==> src/include/lcdpc_pkg.sv <==
/*
 * lcdpc_pkg: constants for the lcd phase control register block.
 * assumes a classic wishbone slave with 32-bit data on a 100 MHz clock.
 */
// Function
// - bit 7 picks type-B frame or type-A common phase
// - active flag reads 1 while driver operates
// - write-allow flag 1 only when segment writes permitted
// - lcd clock divided by prescale field plus one
package lcdpc_pkg;
	// ==========================================
	// register map
	localparam logic [3:0] LCDPC_PHASE_CTRL_OFS = 4'h0;
	localparam logic [3:0] LCDPC_DRV_CTRL_OFS = 4'h4;
	localparam logic [7:0] LCDPC_PHASE_RESET = 8'h00;
	localparam logic [7:0] LCDPC_DRV_RESET = 8'h00;
	// ==========================================
	// field positions
	localparam int LCDPC_WFT_BIT = 7;
	localparam int LCDPC_BIAS_BIT = 6;
	localparam int LCDPC_ACTIVE_BIT = 5;
	localparam int LCDPC_WALLOW_BIT = 4;
	localparam int LCDPC_PRESC_MSB = 3;
	localparam int LCDPC_EN_BIT = 0;
	localparam int LCDPC_MUX_LSB = 1;
	localparam int LCDPC_COMMONS_MAX = 4;
	localparam logic [1:0] LCDPC_COM_RESET = 2'h0;
	localparam logic [3:0] LCDPC_PRESC_RESET = 4'h0;
endpackage

==> src/include/lcdpc_tick_if.sv <==
/*
 * lcdpc_tick_if: prescaler settings and tick between lcdpc modules.
 * assumes one clock domain.
 */
`timescale 1ns/100ps
interface lcdpc_tick_if;
	logic run;
	logic [3:0] ratio;
	logic tick;
	modport ctrl (output run, output ratio, input tick);
	modport div (input run, input ratio, output tick);
endinterface

==> src/rtl/lcdpc_prescaler.sv <==
/*
 * lcdpc_prescaler: divides the lcd clock enable by ratio plus one.
 * assumes ce_i gates all state.
 */
`timescale 1ns/100ps
module lcdpc_prescaler
	import lcdpc_pkg::*;
(
	input wire logic clk_i,
	input wire logic rst_i,
	input wire logic ce_i,
	lcdpc_tick_if.div tif
);
	logic [3:0] cnt_q;
	wire logic at_end = (cnt_q >= tif.ratio);
	// ==========================================
	// divide by ratio+1, ratio is compared every cycle so a change takes effect at once
	always_ff @(posedge clk_i) begin
		if (rst_i) begin
			cnt_q <= LCDPC_PRESC_RESET;
		end else if (ce_i) begin
			if (!tif.run || at_end) begin
				cnt_q <= LCDPC_PRESC_RESET;
			end else begin
				cnt_q <= cnt_q + 4'h1;
			end
		end
	end
	assign tif.tick = tif.run && at_end;
endmodule

==> src/rtl/lcdpc_top.sv <==
/*
 * lcdpc_top: lcd phase control register with wishbone slave,
 * prescaler, common/phase sequencer and segment write gate.
 * assumes a classic wishbone master on clk_i; rst_i synchronous.
 */
`timescale 1ns/100ps
module lcdpc_top
	import lcdpc_pkg::*;
(
	input wire logic clk_i,
	input wire logic rst_i,
	input wire logic ce_i,
	input wire logic wb_cyc_i,
	input wire logic wb_stb_i,
	input wire logic wb_we_i,
	input wire logic [3:0] wb_adr_i,
	input wire logic [3:0] wb_sel_i,
	input wire logic [31:0] wb_dat_i,
	output logic [31:0] wb_dat_o,
	output logic wb_ack_o,
	output logic lcd_tick_o,
	output logic [1:0] com_index_o,
	output logic phase_o,
	output logic frame_start_o,
	output logic seg_write_allow_o
);
	logic [7:0] phase_ctrl_q;
	logic drv_en_q;
	logic [1:0] mux_q;
	logic ack_q;
	logic [1:0] com_q;
	logic phase_q;
	logic active_q;
	logic frame_q;
	lcdpc_tick_if tif ();
	// ==========================================
	// bus decode
	wire logic req = wb_cyc_i && wb_stb_i && !ack_q;
	wire logic sel_phase = (wb_adr_i == LCDPC_PHASE_CTRL_OFS);
	wire logic sel_drv = (wb_adr_i == LCDPC_DRV_CTRL_OFS);
	wire logic wr_phase = req && wb_we_i && sel_phase && wb_sel_i[0];
	wire logic wr_drv = req && wb_we_i && sel_drv && wb_sel_i[0];
	wire logic [1:0] com_last = mux_q;
	wire logic last_com = (com_q == com_last);
	wire logic [7:0] phase_rd = {phase_ctrl_q[7:6], active_q, seg_write_allow_o, phase_ctrl_q[3:0]};
	wire logic [7:0] drv_rd = {5'h00, mux_q, drv_en_q};
	wire logic [7:0] rd_byte = sel_phase ? phase_rd : (sel_drv ? drv_rd : 8'h00);
	// ==========================================
	// registers; status bits 5 and 4 are never stored
	always_ff @(posedge clk_i) begin
		if (rst_i) begin
			phase_ctrl_q <= LCDPC_PHASE_RESET;
			drv_en_q <= 1'b0;
			mux_q <= LCDPC_COM_RESET;
			ack_q <= 1'b0;
			wb_dat_o <= 32'h0000_0000;
		end else if (ce_i) begin
			ack_q <= req;
			if (req) begin
				wb_dat_o <= {24'h00_0000, rd_byte};
			end
			if (wr_phase) begin
				phase_ctrl_q <= {wb_dat_i[7:6], 2'b00, wb_dat_i[3:0]};
			end
			if (wr_drv) begin
				drv_en_q <= wb_dat_i[LCDPC_EN_BIT];
				mux_q <= wb_dat_i[2:1];
			end
		end
	end
	assign wb_ack_o = ack_q;
	// ==========================================
	// prescaler
	// keep ticking after disable so the frame in flight can finish and active_q can fall
	assign tif.run = drv_en_q || active_q;
	assign tif.ratio = phase_ctrl_q[LCDPC_PRESC_MSB:0];
	lcdpc_prescaler u_presc (
		.clk_i(clk_i),
		.rst_i(rst_i),
		.ce_i(ce_i),
		.tif(tif)
	);
	// ==========================================
	// common/phase sequencer; driver only stops at frame end
	// so glass never sees a half-driven frame
	always_ff @(posedge clk_i) begin
		if (rst_i) begin
			com_q <= LCDPC_COM_RESET;
			phase_q <= 1'b0;
			active_q <= 1'b0;
			frame_q <= 1'b0;
		end else if (ce_i) begin
			frame_q <= 1'b0;
			if (!active_q) begin
				// phase is kept while idle so it only ever moves on a tick
				active_q <= drv_en_q;
				com_q <= LCDPC_COM_RESET;
			end else if (tif.tick) begin
				if (phase_ctrl_q[LCDPC_WFT_BIT]) begin
					// type-B: one phase across all commons, phase flips at frame end
					if (last_com) begin
						com_q <= LCDPC_COM_RESET;
						phase_q <= !phase_q;
						frame_q <= 1'b1;
						active_q <= drv_en_q;
					end else begin
						com_q <= com_q + 2'h1;
					end
				end else begin
					// type-A: phase flips inside each common slot
					phase_q <= !phase_q;
					if (phase_q) begin
						if (last_com) begin
							com_q <= LCDPC_COM_RESET;
							frame_q <= 1'b1;
							active_q <= drv_en_q;
						end else begin
							com_q <= com_q + 2'h1;
						end
					end
				end
			end
		end
	end
	assign lcd_tick_o = tif.tick;
	assign com_index_o = com_q;
	assign phase_o = phase_q;
	assign frame_start_o = frame_q;
	// segment data may be written while idle, or in the frame-boundary cycle of either type
	assign seg_write_allow_o = !active_q || frame_q;
	// bias bit is software's duty, used as-is
	wire logic bias_half_unused = phase_ctrl_q[LCDPC_BIAS_BIT];
endmodule

==> config.mk <==
export PLATFORM = sky130hd
export DESIGN_NAME = lcdpc_top
export DESIGN_NICKNAME = d
export VERILOG_FILES = /design/src/include/lcdpc_pkg.sv /design/src/include/lcdpc_tick_if.sv /design/src/rtl/lcdpc_prescaler.sv /design/src/rtl/lcdpc_top.sv
export SDC_FILE = /design/constraint.sdc
export NUM_CORES = 1
export LEC_CHECK = 0
export ABC_AREA = 1
export BUFFER_PORTS_ARGS = -buffer_cell sky130_fd_sc_hd__clkbuf_2
export CAP_MARGIN = 40
export CELL_PAD_IN_SITES_DETAIL_PLACEMENT = 1
export CELL_PAD_IN_SITES_GLOBAL_PLACEMENT = 1
export CORE_ASPECT_RATIO = 0.9
export CORE_UTILIZATION = 30
export DETAILED_ROUTE_END_ITERATION = 16
export GPL_TIMING_DRIVEN = 0
export PLACE_DENSITY = 0.83
export SLEW_MARGIN = 15
export SYNTH_ARGS = -nofsm -noshare
export SYNTH_HDL_FRONTEND = slang
export SYNTH_SLANG_ARGS = --single-unit
==> constraint.sdc <==
create_clock -name clk_i -period 1.9 [get_ports clk_i]
set_input_delay 0.095 -clock clk_i [delete_from_list [all_inputs] [get_ports clk_i]]
set_output_delay 0.095 -clock clk_i [all_outputs]
set_load 0.03 [all_outputs]
==> results of run 1 <==
[layout by cell type (no fill, tap or decap), types with 3 or more instances in the layout]
cell       n
nor2_1    31
inv_1     22
ha_1       5
dfxtp_1   27
xnor2_1    3
nand3_1    6
clkbuf_8   3
o21ai_0    3
conb_1    24
a21oi_1   17
nand2_1   47
clkbuf_2  30
nor3_1     3
nand4_1    4
a22oi_1    5
buf_4     24
[flip-flops by register name, indices dropped and copies added, names as in the netlist]
register       flops
u_presc.cnt_q      4
phase_o            1
frame_start_o      1
wb_dat_o           8
active_q           1
drv_en_q           1
com_index_o        2
phase_ctrl_q       6
wb_ack_o           1
com_last           2
[stage by stage]
step                util (%)  setup slack [ns]  cells
floorplan                  -             0.550    237
global placement        38.1             0.363    332
detailed placement      38.1             0.295    332
CTS                     39.1            0.0762    336
global route            39.2          0.000797    336
finish                  39.2             0.141    336
[cell families (layout without fill, tap and decap cells)]
family	count (synthesis)	count (layout)	synth area share [%]
AOI/OAI and AO/OA	26	26	9.23
xor gates and xnor gates	4	4	2.27
adders and majority gates	5	5	4.05
buffers and inverters	52	86	19.8
DFF	27	27	35.0
other	1	24	0.243
and+or+nand+nor	99	99	29.5
[power by group]
group          total (mW)  switching [mW]  internal [mW]  leakage (nW)
clock               0.349           0.199          0.149        0.0217
combinational       0.177           0.118         0.0584         0.766
sequential          0.571         0.00321          0.568         0.218
[routing by layer]
metal	global-route usage (%)	part of all wire [%]	up-vias
met4	4.61	1.0	0
li1	-	-	740
met1	17.9	43	691
met2	27.3	53	33
met3	2.22	3.5	4
met5	0	0	-
[how the worst max path moves through the flow]
stage and end:
3_5_place_dp com_index_o[0]$_SDFFE_PP0P_, 2_1_floorplan com_index_o[0]$_SDFFE_PP0P_, 5_1_grt lcd_tick_o, 6_report lcd_tick_o, 4_1_cts lcd_tick_o, 3_3_place_gp com_index_o[0]$_SDFFE_PP0P_
[critical path, cell delays in order (launching register included)]
cell and delay [ns]:
dfxtp_1 0.40, inv_1 0.10, ha_1 0.29, nand4_1 0.10
nand3_2 0.13, o21ai_0 0.10, inv_1 0.06, clkbuf_2 0.19
[layout make-up]
class	count	area [um^2]	area share, %
clock buffers	3	41.3	2.15
clock inverters	1	7.51	0.391
multi-input cells	158	795	41.4
plain buffers	29	216	11.3
well taps	65	81.3	4.23
repair buffers	30	150	7.82
flip-flops and latches	27	541	28.1
inverters	23	88.8	4.63
==> flow_metrics.py, run 1 <==
metrics = {
    "finish": {
        "final_cell_area_mm2": 0.00192,
        "nets": 323,
        "syn2layout_area_growth_pct": 24.3,
        "fillers": 648,
        "drive_above_1_share_pct": 25.8,
        "diodes": 0,
    },
    "route": {
        "drtIter0Drc": 84,
        "via_count": 1468,
        "first_pass_iters": 4,
        "ant_nets": 0,
        "wl_per_cell_um": 11.7,
        "drc": 0,
        "vias_per_cell": 4.37,
        "wirelength_mm": 3.93,
    },
    "clock_network": {
        "clockBufferDepth": 2,
        "cts.sinks": 27,
        "cts.repair.resized": 0,
        "cts_setup_buffers": 0,
        "cts.clk_slew.worst_paths_ns": 0.10,
        "numCtsBuffers": 3,
        "cts_tree": "yes",
        "postCtsHoldBufs": 0,
        "htree_levels": 1,
        "cts-root-buf": "clkbuf_8",
        "worst_skew_pair.late_latency_ns": 0.28,
    },
    "yosys": {
        "yosysWarningCount": 0,
        "ys_ff_latch": 27,
        "synth_area_leaders": "dfxtp_1, buf_4, nand2_1, nor2_1, a21oi_1",
        "ys.flop_type": "dfxtp_1",
        "synth_edf_count": 0,
        "yosysMostFrequentCell": "nand2_1",
        "synth_common_cells": "nand2_1, nor2_1, dfxtp_1, buf_4, inv_1",
        "syn-cell-area_mm2": 0.00155,
        "ys_seq_area_share_pct": 35.0,
        "synthCells": 214,
        "yosysTopAreaCell": "dfxtp_1",
        "synth-async-reset-ratio_pct": 0,
        "synth_top_area_share_pct": 35.0,
        "synth_area_per_cell_um2": 7.22,
        "synth.distinct_cells": 24,
    },
    "floorplanning": {
        "rows": 24,
        "die_area_mm2": 0.00544,
        "ios": 85,
        "initial_utilization_pct": 31.6,
        "die_x_um": 77.7,
        "dieHeight_um": 70.1,
        "core_area_mm2": 0.00489,
    },
    "global_route": {
        "grt_max_degree": 17,
        "grt_pass1_vias": 1446,
        "grt_antenna_before_repair": 0,
        "grt_pass1_wl_mm": 6.46,
        "grtUsageTotal_pct": 15.0,
        "gr-total-overflow": 0,
    },
    "worst_setup_path": {
        "crit_path_start": "u_presc.cnt_q[0]$_SDFFE_PP0P_",
        "r2r-start": "phase_ctrl_q[3]$_SDFFE_PP0P_",
        "cp-end-kind": "output port",
        "worstSetupStartpointType": "register",
        "path_class": "reg -> out",
        "reg2reg_slack_ns": 0.33,
        "critPathArrivalTime_ns": 1.66,
        "required_ns": 1.80,
        "r2r-end": "com_index_o[0]$_SDFFE_PP0P_",
        "critPathMaxFanout": 5,
        "ff2ff_path_depth": 11,
    },
    "sta": {
        "final_max_slew_viol_count": 0,
        "setup_viol_count_final": 0,
        "relSlewSlack_pct": 63.0,
        "skew_ns": 0.00778,
        "fmax_mhz": 568,
        "hold_viol": 0,
        "rsz0062_at_grt": "false",
        "fin_crit_ns": 1.76,
        "worst_slew_pin_slew_ns": 0.556,
        "finalCritPeriodShare_pct": 92.6,
        "setup_tns_ns": 0,
        "hold_slack_ns": 0.0325,
    },
    "worst_hold_path": {
        "hold_end": "u_presc.cnt_q[3]$_SDFFE_PP0P_",
        "holdPathStages": 2,
        "hold_path.class": "in -> reg",
        "hp-start": "ce_i",
    },
    "power": {
        "power_density_mw_per_mm2": 571,
        "total_power_mw": 1.10,
        "p_leak_nw": 1.01,
        "irDropWorstVdd_mv": 0.289,
    },
    "job": {
        "drv_cap": 0,
    },
    "placement": {
        "gp_congestion": 0.785,
        "dp_hpwl_mm": 3.06,
        "portBuffers": 30,
        "place_area_mm2": 0.00186,
    },
    "run_status": {
        "run_status": "completed",
    },
}
Power figures use the tool's default switching activity.
==> inputs of run 2 (changes only) <==
- ABC_AREA: 1 -> default
- CELL_PAD_IN_SITES_DETAIL_PLACEMENT: 1 -> 0
- CELL_PAD_IN_SITES_GLOBAL_PLACEMENT: 1 -> 2
- CORE_UTILIZATION: 30 -> 23
- PLACE_DENSITY: 0.83 -> 0.81
==> run 2 against run 1 <==
The flow now finishes with violations (setup timing). Power down 3.1%. Critical path depth down 1. Clock power down 5%. Via count down 15%. Critical endpoint is now phase_o$_SDFFE_PP0P_. Largest power group unchanged.
==> flow_metrics.py, run 2 <==
metrics = {
    "yosys": {
        "synth.distinct_cells": 36,
        "ys.flop_type": "dfxtp_1",
        "yosysMostFrequentCell": "dfxtp_1",
        "synth_top_family_by_area": "simple AND/OR/NAND/NOR gates",
        "synth_area_per_cell_um2": 8.85,
        "ys_ff_latch": 27,
        "yosysTopAreaCell": "dfxtp_1",
        "synth_top_area_share_pct": 36.4,
        "synth-async-reset-ratio_pct": 0,
        "synthAdderAreaFrac_pct": 4.21,
        "synth.area.mux_share_pct": 7.58,
        "yosys.area_share.xor_xnor_pct": 1.18,
        "synthSimpleGateAreaFrac_pct": 20.1,
        "synth_common_cells": "dfxtp_1, buf_4, nor2_1, mux2i_1, nand2_1",
        "synth_area_leaders": "dfxtp_1, buf_4, mux2i_1, nor2_1, ha_1",
        "syn-cell-area_mm2": 0.00149,
        "synthCells": 168,
        "synth-compound-area-share_pct": 14.6,
        "ys_seq_area_share_pct": 36.4,
        "yosysWarningCount": 0,
        "synth_edf_count": 0,
    },
    "finish": {
        "instances_no_fill": 312,
        "layout_common_cells": "buf_4, clkbuf_2, dfxtp_1",
        "fillers": 672,
        "final_util_pct": 31.5,
        "largest_reg_flops": 8,
        "final_cell_area_mm2": 0.00195,
        "nets": 277,
        "regMostFlops": "wb_dat_o",
        "diodes": 0,
        "drive_above_1_share_pct": 34.2,
        "syn2layout_area_growth_pct": 30.9,
        "reg.largest.list": "wb_dat_o (8), phase_ctrl_q (6), u_presc.cnt_q (4)",
    },
    "global_route": {
        "grt_pass1_vias": 1147,
        "grt_max_degree": 15,
        "grt_pass1_wl_mm": 5.52,
        "grt_antenna_before_repair": 0,
        "grtUsageTotal_pct": 10.7,
        "gr-total-overflow": 0,
    },
    "worst_setup_path": {
        "r2r-end": "phase_o$_SDFFE_PP0P_",
        "cp_num_buf_inv": 1,
        "crit_slowest_cell": "a2111oi_2",
        "path_class": "reg -> reg",
        "worstSetupStartpointType": "register",
        "critPathMaxFanout": 4,
        "cp-end-kind": "register",
        "reg2reg_slack_ns": -0.006,
        "critPathArrivalTime_ns": 2.08,
        "required_ns": 2.07,
        "path_delay_family": "compound AO/OA/AOI/OAI gates",
        "max_stage_delay_ns": 0.39,
        "ff2ff_path_depth": 6,
        "path_cells": "inv_1 > ha_1 > o211a_4 > a21oi_4 > a2111oi_2 > mux2_2",
        "r2r-start": "phase_ctrl_q[3]$_SDFFE_PP0P_",
    },
    "clock_network": {
        "cts-root-buf": "clkbuf_8",
        "htree_levels": 1,
        "numCtsBuffers": 3,
        "cts.sinks": 27,
        "cts_tree": "yes",
        "worst_skew_pair.late_latency_ns": 0.27,
        "clockBufferDepth": 2,
        "postCtsHoldBufs": 0,
        "cts.clk_slew.worst_paths_ns": 0.09,
    },
    "power": {
        "p_sw_share_pct": 27.4,
        "p_int_mw": 0.772,
        "power_density_mw_per_mm2": 546,
        "irDropWorstVdd_mv": 0.225,
        "p_leak_nw": 0.810,
        "combinationalPowerShare_pct": 15.4,
        "seq_power_share_pct": 53.4,
        "switching_power_mw": 0.291,
        "clockPowerShare_pct": 31.2,
    },
    "sta": {
        "final_max_slew_viol_count": 0,
        "setup_viol_count_final": 1,
        "hold_viol": 0,
        "finalCritPeriodShare_pct": 100,
        "skew_ns": 0.00228,
        "worst_slew_pin_slew_ns": 0.650,
        "fmax_mhz": 525,
        "setup_ws_ns": -0.00618,
        "rsz0062_at_grt": "true",
        "relSlewSlack_pct": 56.3,
        "fin_crit_ns": 1.91,
        "setup_tns_ns": -0.00618,
    },
    "floorplanning": {
        "ios": 85,
        "dieHeight_um": 78.3,
        "core_area_mm2": 0.00618,
        "initial_utilization_pct": 24.0,
        "die_area_mm2": 0.00679,
        "die_x_um": 86.7,
        "rows": 27,
    },
    "placement": {
        "dp_hpwl_mm": 2.67,
        "gp_congestion": 0.763,
        "placed_cells": 306,
        "place_area_mm2": 0.00182,
        "portBuffers": 28,
    },
    "route": {
        "drc": 0,
        "wirelength_mm": 3.49,
        "first_pass_iters": 4,
        "drtIter0Drc": 42,
        "wl_per_cell_um": 11.2,
        "vias_per_cell": 4.02,
        "ant_nets": 0,
        "via_count": 1255,
    },
    "worst_hold_path": {
        "hold_end": "phase_ctrl_q[7]$_SDFFE_PP0P_",
        "hp-start": "wb_dat_i[7]",
        "holdPathStages": 3,
        "hold_path.class": "in -> reg",
    },
    "run_status": {
        "run_status": "finished, violations left",
        "violations": "setup timing",
    },
    "job": {
        "drv_cap": 0,
    },
}
## run 2: per-stage QoR
| stage | worst slack (ns) | power, mW | hold slack, ns |
|---|---|---|---|
| 6_report | -0.00618 | 1.06 | 0.0566 |
| 5_1_grt | -0.0589 | 1.10 | 0.0805 |
| 4_1_cts | -0.00868 | 1.08 | 0.0547 |
| 3_5_place_dp | -0.263 | 0.743 | 0.344 |
| 3_3_place_gp | -0.194 | 0.743 | 0.342 |
| 2_1_floorplan | 0.0803 | 0.713 | 0.242 |
## run 2: worst reg2reg max path: stages, from the launching register on
cell and delay (ns):
dfxtp_1 0.37, inv_1 0.07, ha_1 0.32, o211a_4 0.21, a21oi_4 0.08, a2111oi_2 0.39, mux2_2 0.37
## run 2: how the worst max path moves through the flow
stage | from | end | slack, ns | cells past startpoint
finish | phase_ctrl_q[3]$_SDFFE_PP0P_ | phase_o$_SDFFE_PP0P_ | -0.006 | 6
global route | phase_ctrl_q[3]$_SDFFE_PP0P_ | phase_o$_SDFFE_PP0P_ | -0.06 | 6
CTS | phase_ctrl_q[3]$_SDFFE_PP0P_ | phase_o$_SDFFE_PP0P_ | -0.009 | 6
detailed placement | phase_ctrl_q[3]$_SDFFE_PP0P_ | phase_o$_SDFFE_PP0P_ | -0.26 | 6
global placement | phase_ctrl_q[3]$_SDFFE_PP0P_ | phase_o$_SDFFE_PP0P_ | -0.19 | 6
floorplan | phase_ctrl_q[3]$_SDFFE_PP0P_ | phase_o$_SDFFE_PP0P_ | 0.08 | 6
## run 2: final cells by class
type / count / area [um^2] / area share [%]
multi-input combinational: 127 / 852 / 43.8
tap: 87 / 109 / 5.59
timing repair buffer: 30 / 164 / 8.42
inverter: 7 / 26.3 / 1.35
buffer: 30 / 206 / 10.6
sequential: 27 / 543 / 27.9
clock buffer: 4 / 45.0 / 2.32
## run 2: power groups by stage
stage          logic, mW  clock network [mW]  registers, mW
2_1_floorplan      0.131                   0          0.582
3_3_place_gp       0.162                   0          0.581
3_5_place_dp       0.162                   0          0.581
4_1_cts            0.163               0.346          0.568
5_1_grt            0.176               0.358          0.568
6_report           0.164               0.331          0.567
## run 2: what timing repair did
action                                 in CTS  in global routing
gates resized for setup                    11                  3
pin swaps                                   4                  0
endpoints found under the hold margin       0                  0
setup endpoints to repair                   3                  5
setup buffers                               2                  0
## run 2: per-layer routing
layer	routed length (um)	track usage (%)	vias to the layer above
li1	-	-	659
met1	1630	13.2	561
met2	1680	18.3	33
met3	171	2.94	2
met4	19	2.50	0
met5	0	0	-
## run 2: kinds of logic (layout without fill, tap and decap cells)
family	Yosys count	in the layout
DFF	27	27
buffers and inverters	37	71
muxes	11	11
AOI/OAI and AO/OA	32	32
xor gates and xnor gates	2	2
other	1	24
adders and majority gates	5	5
and+or+nand+nor	53	53
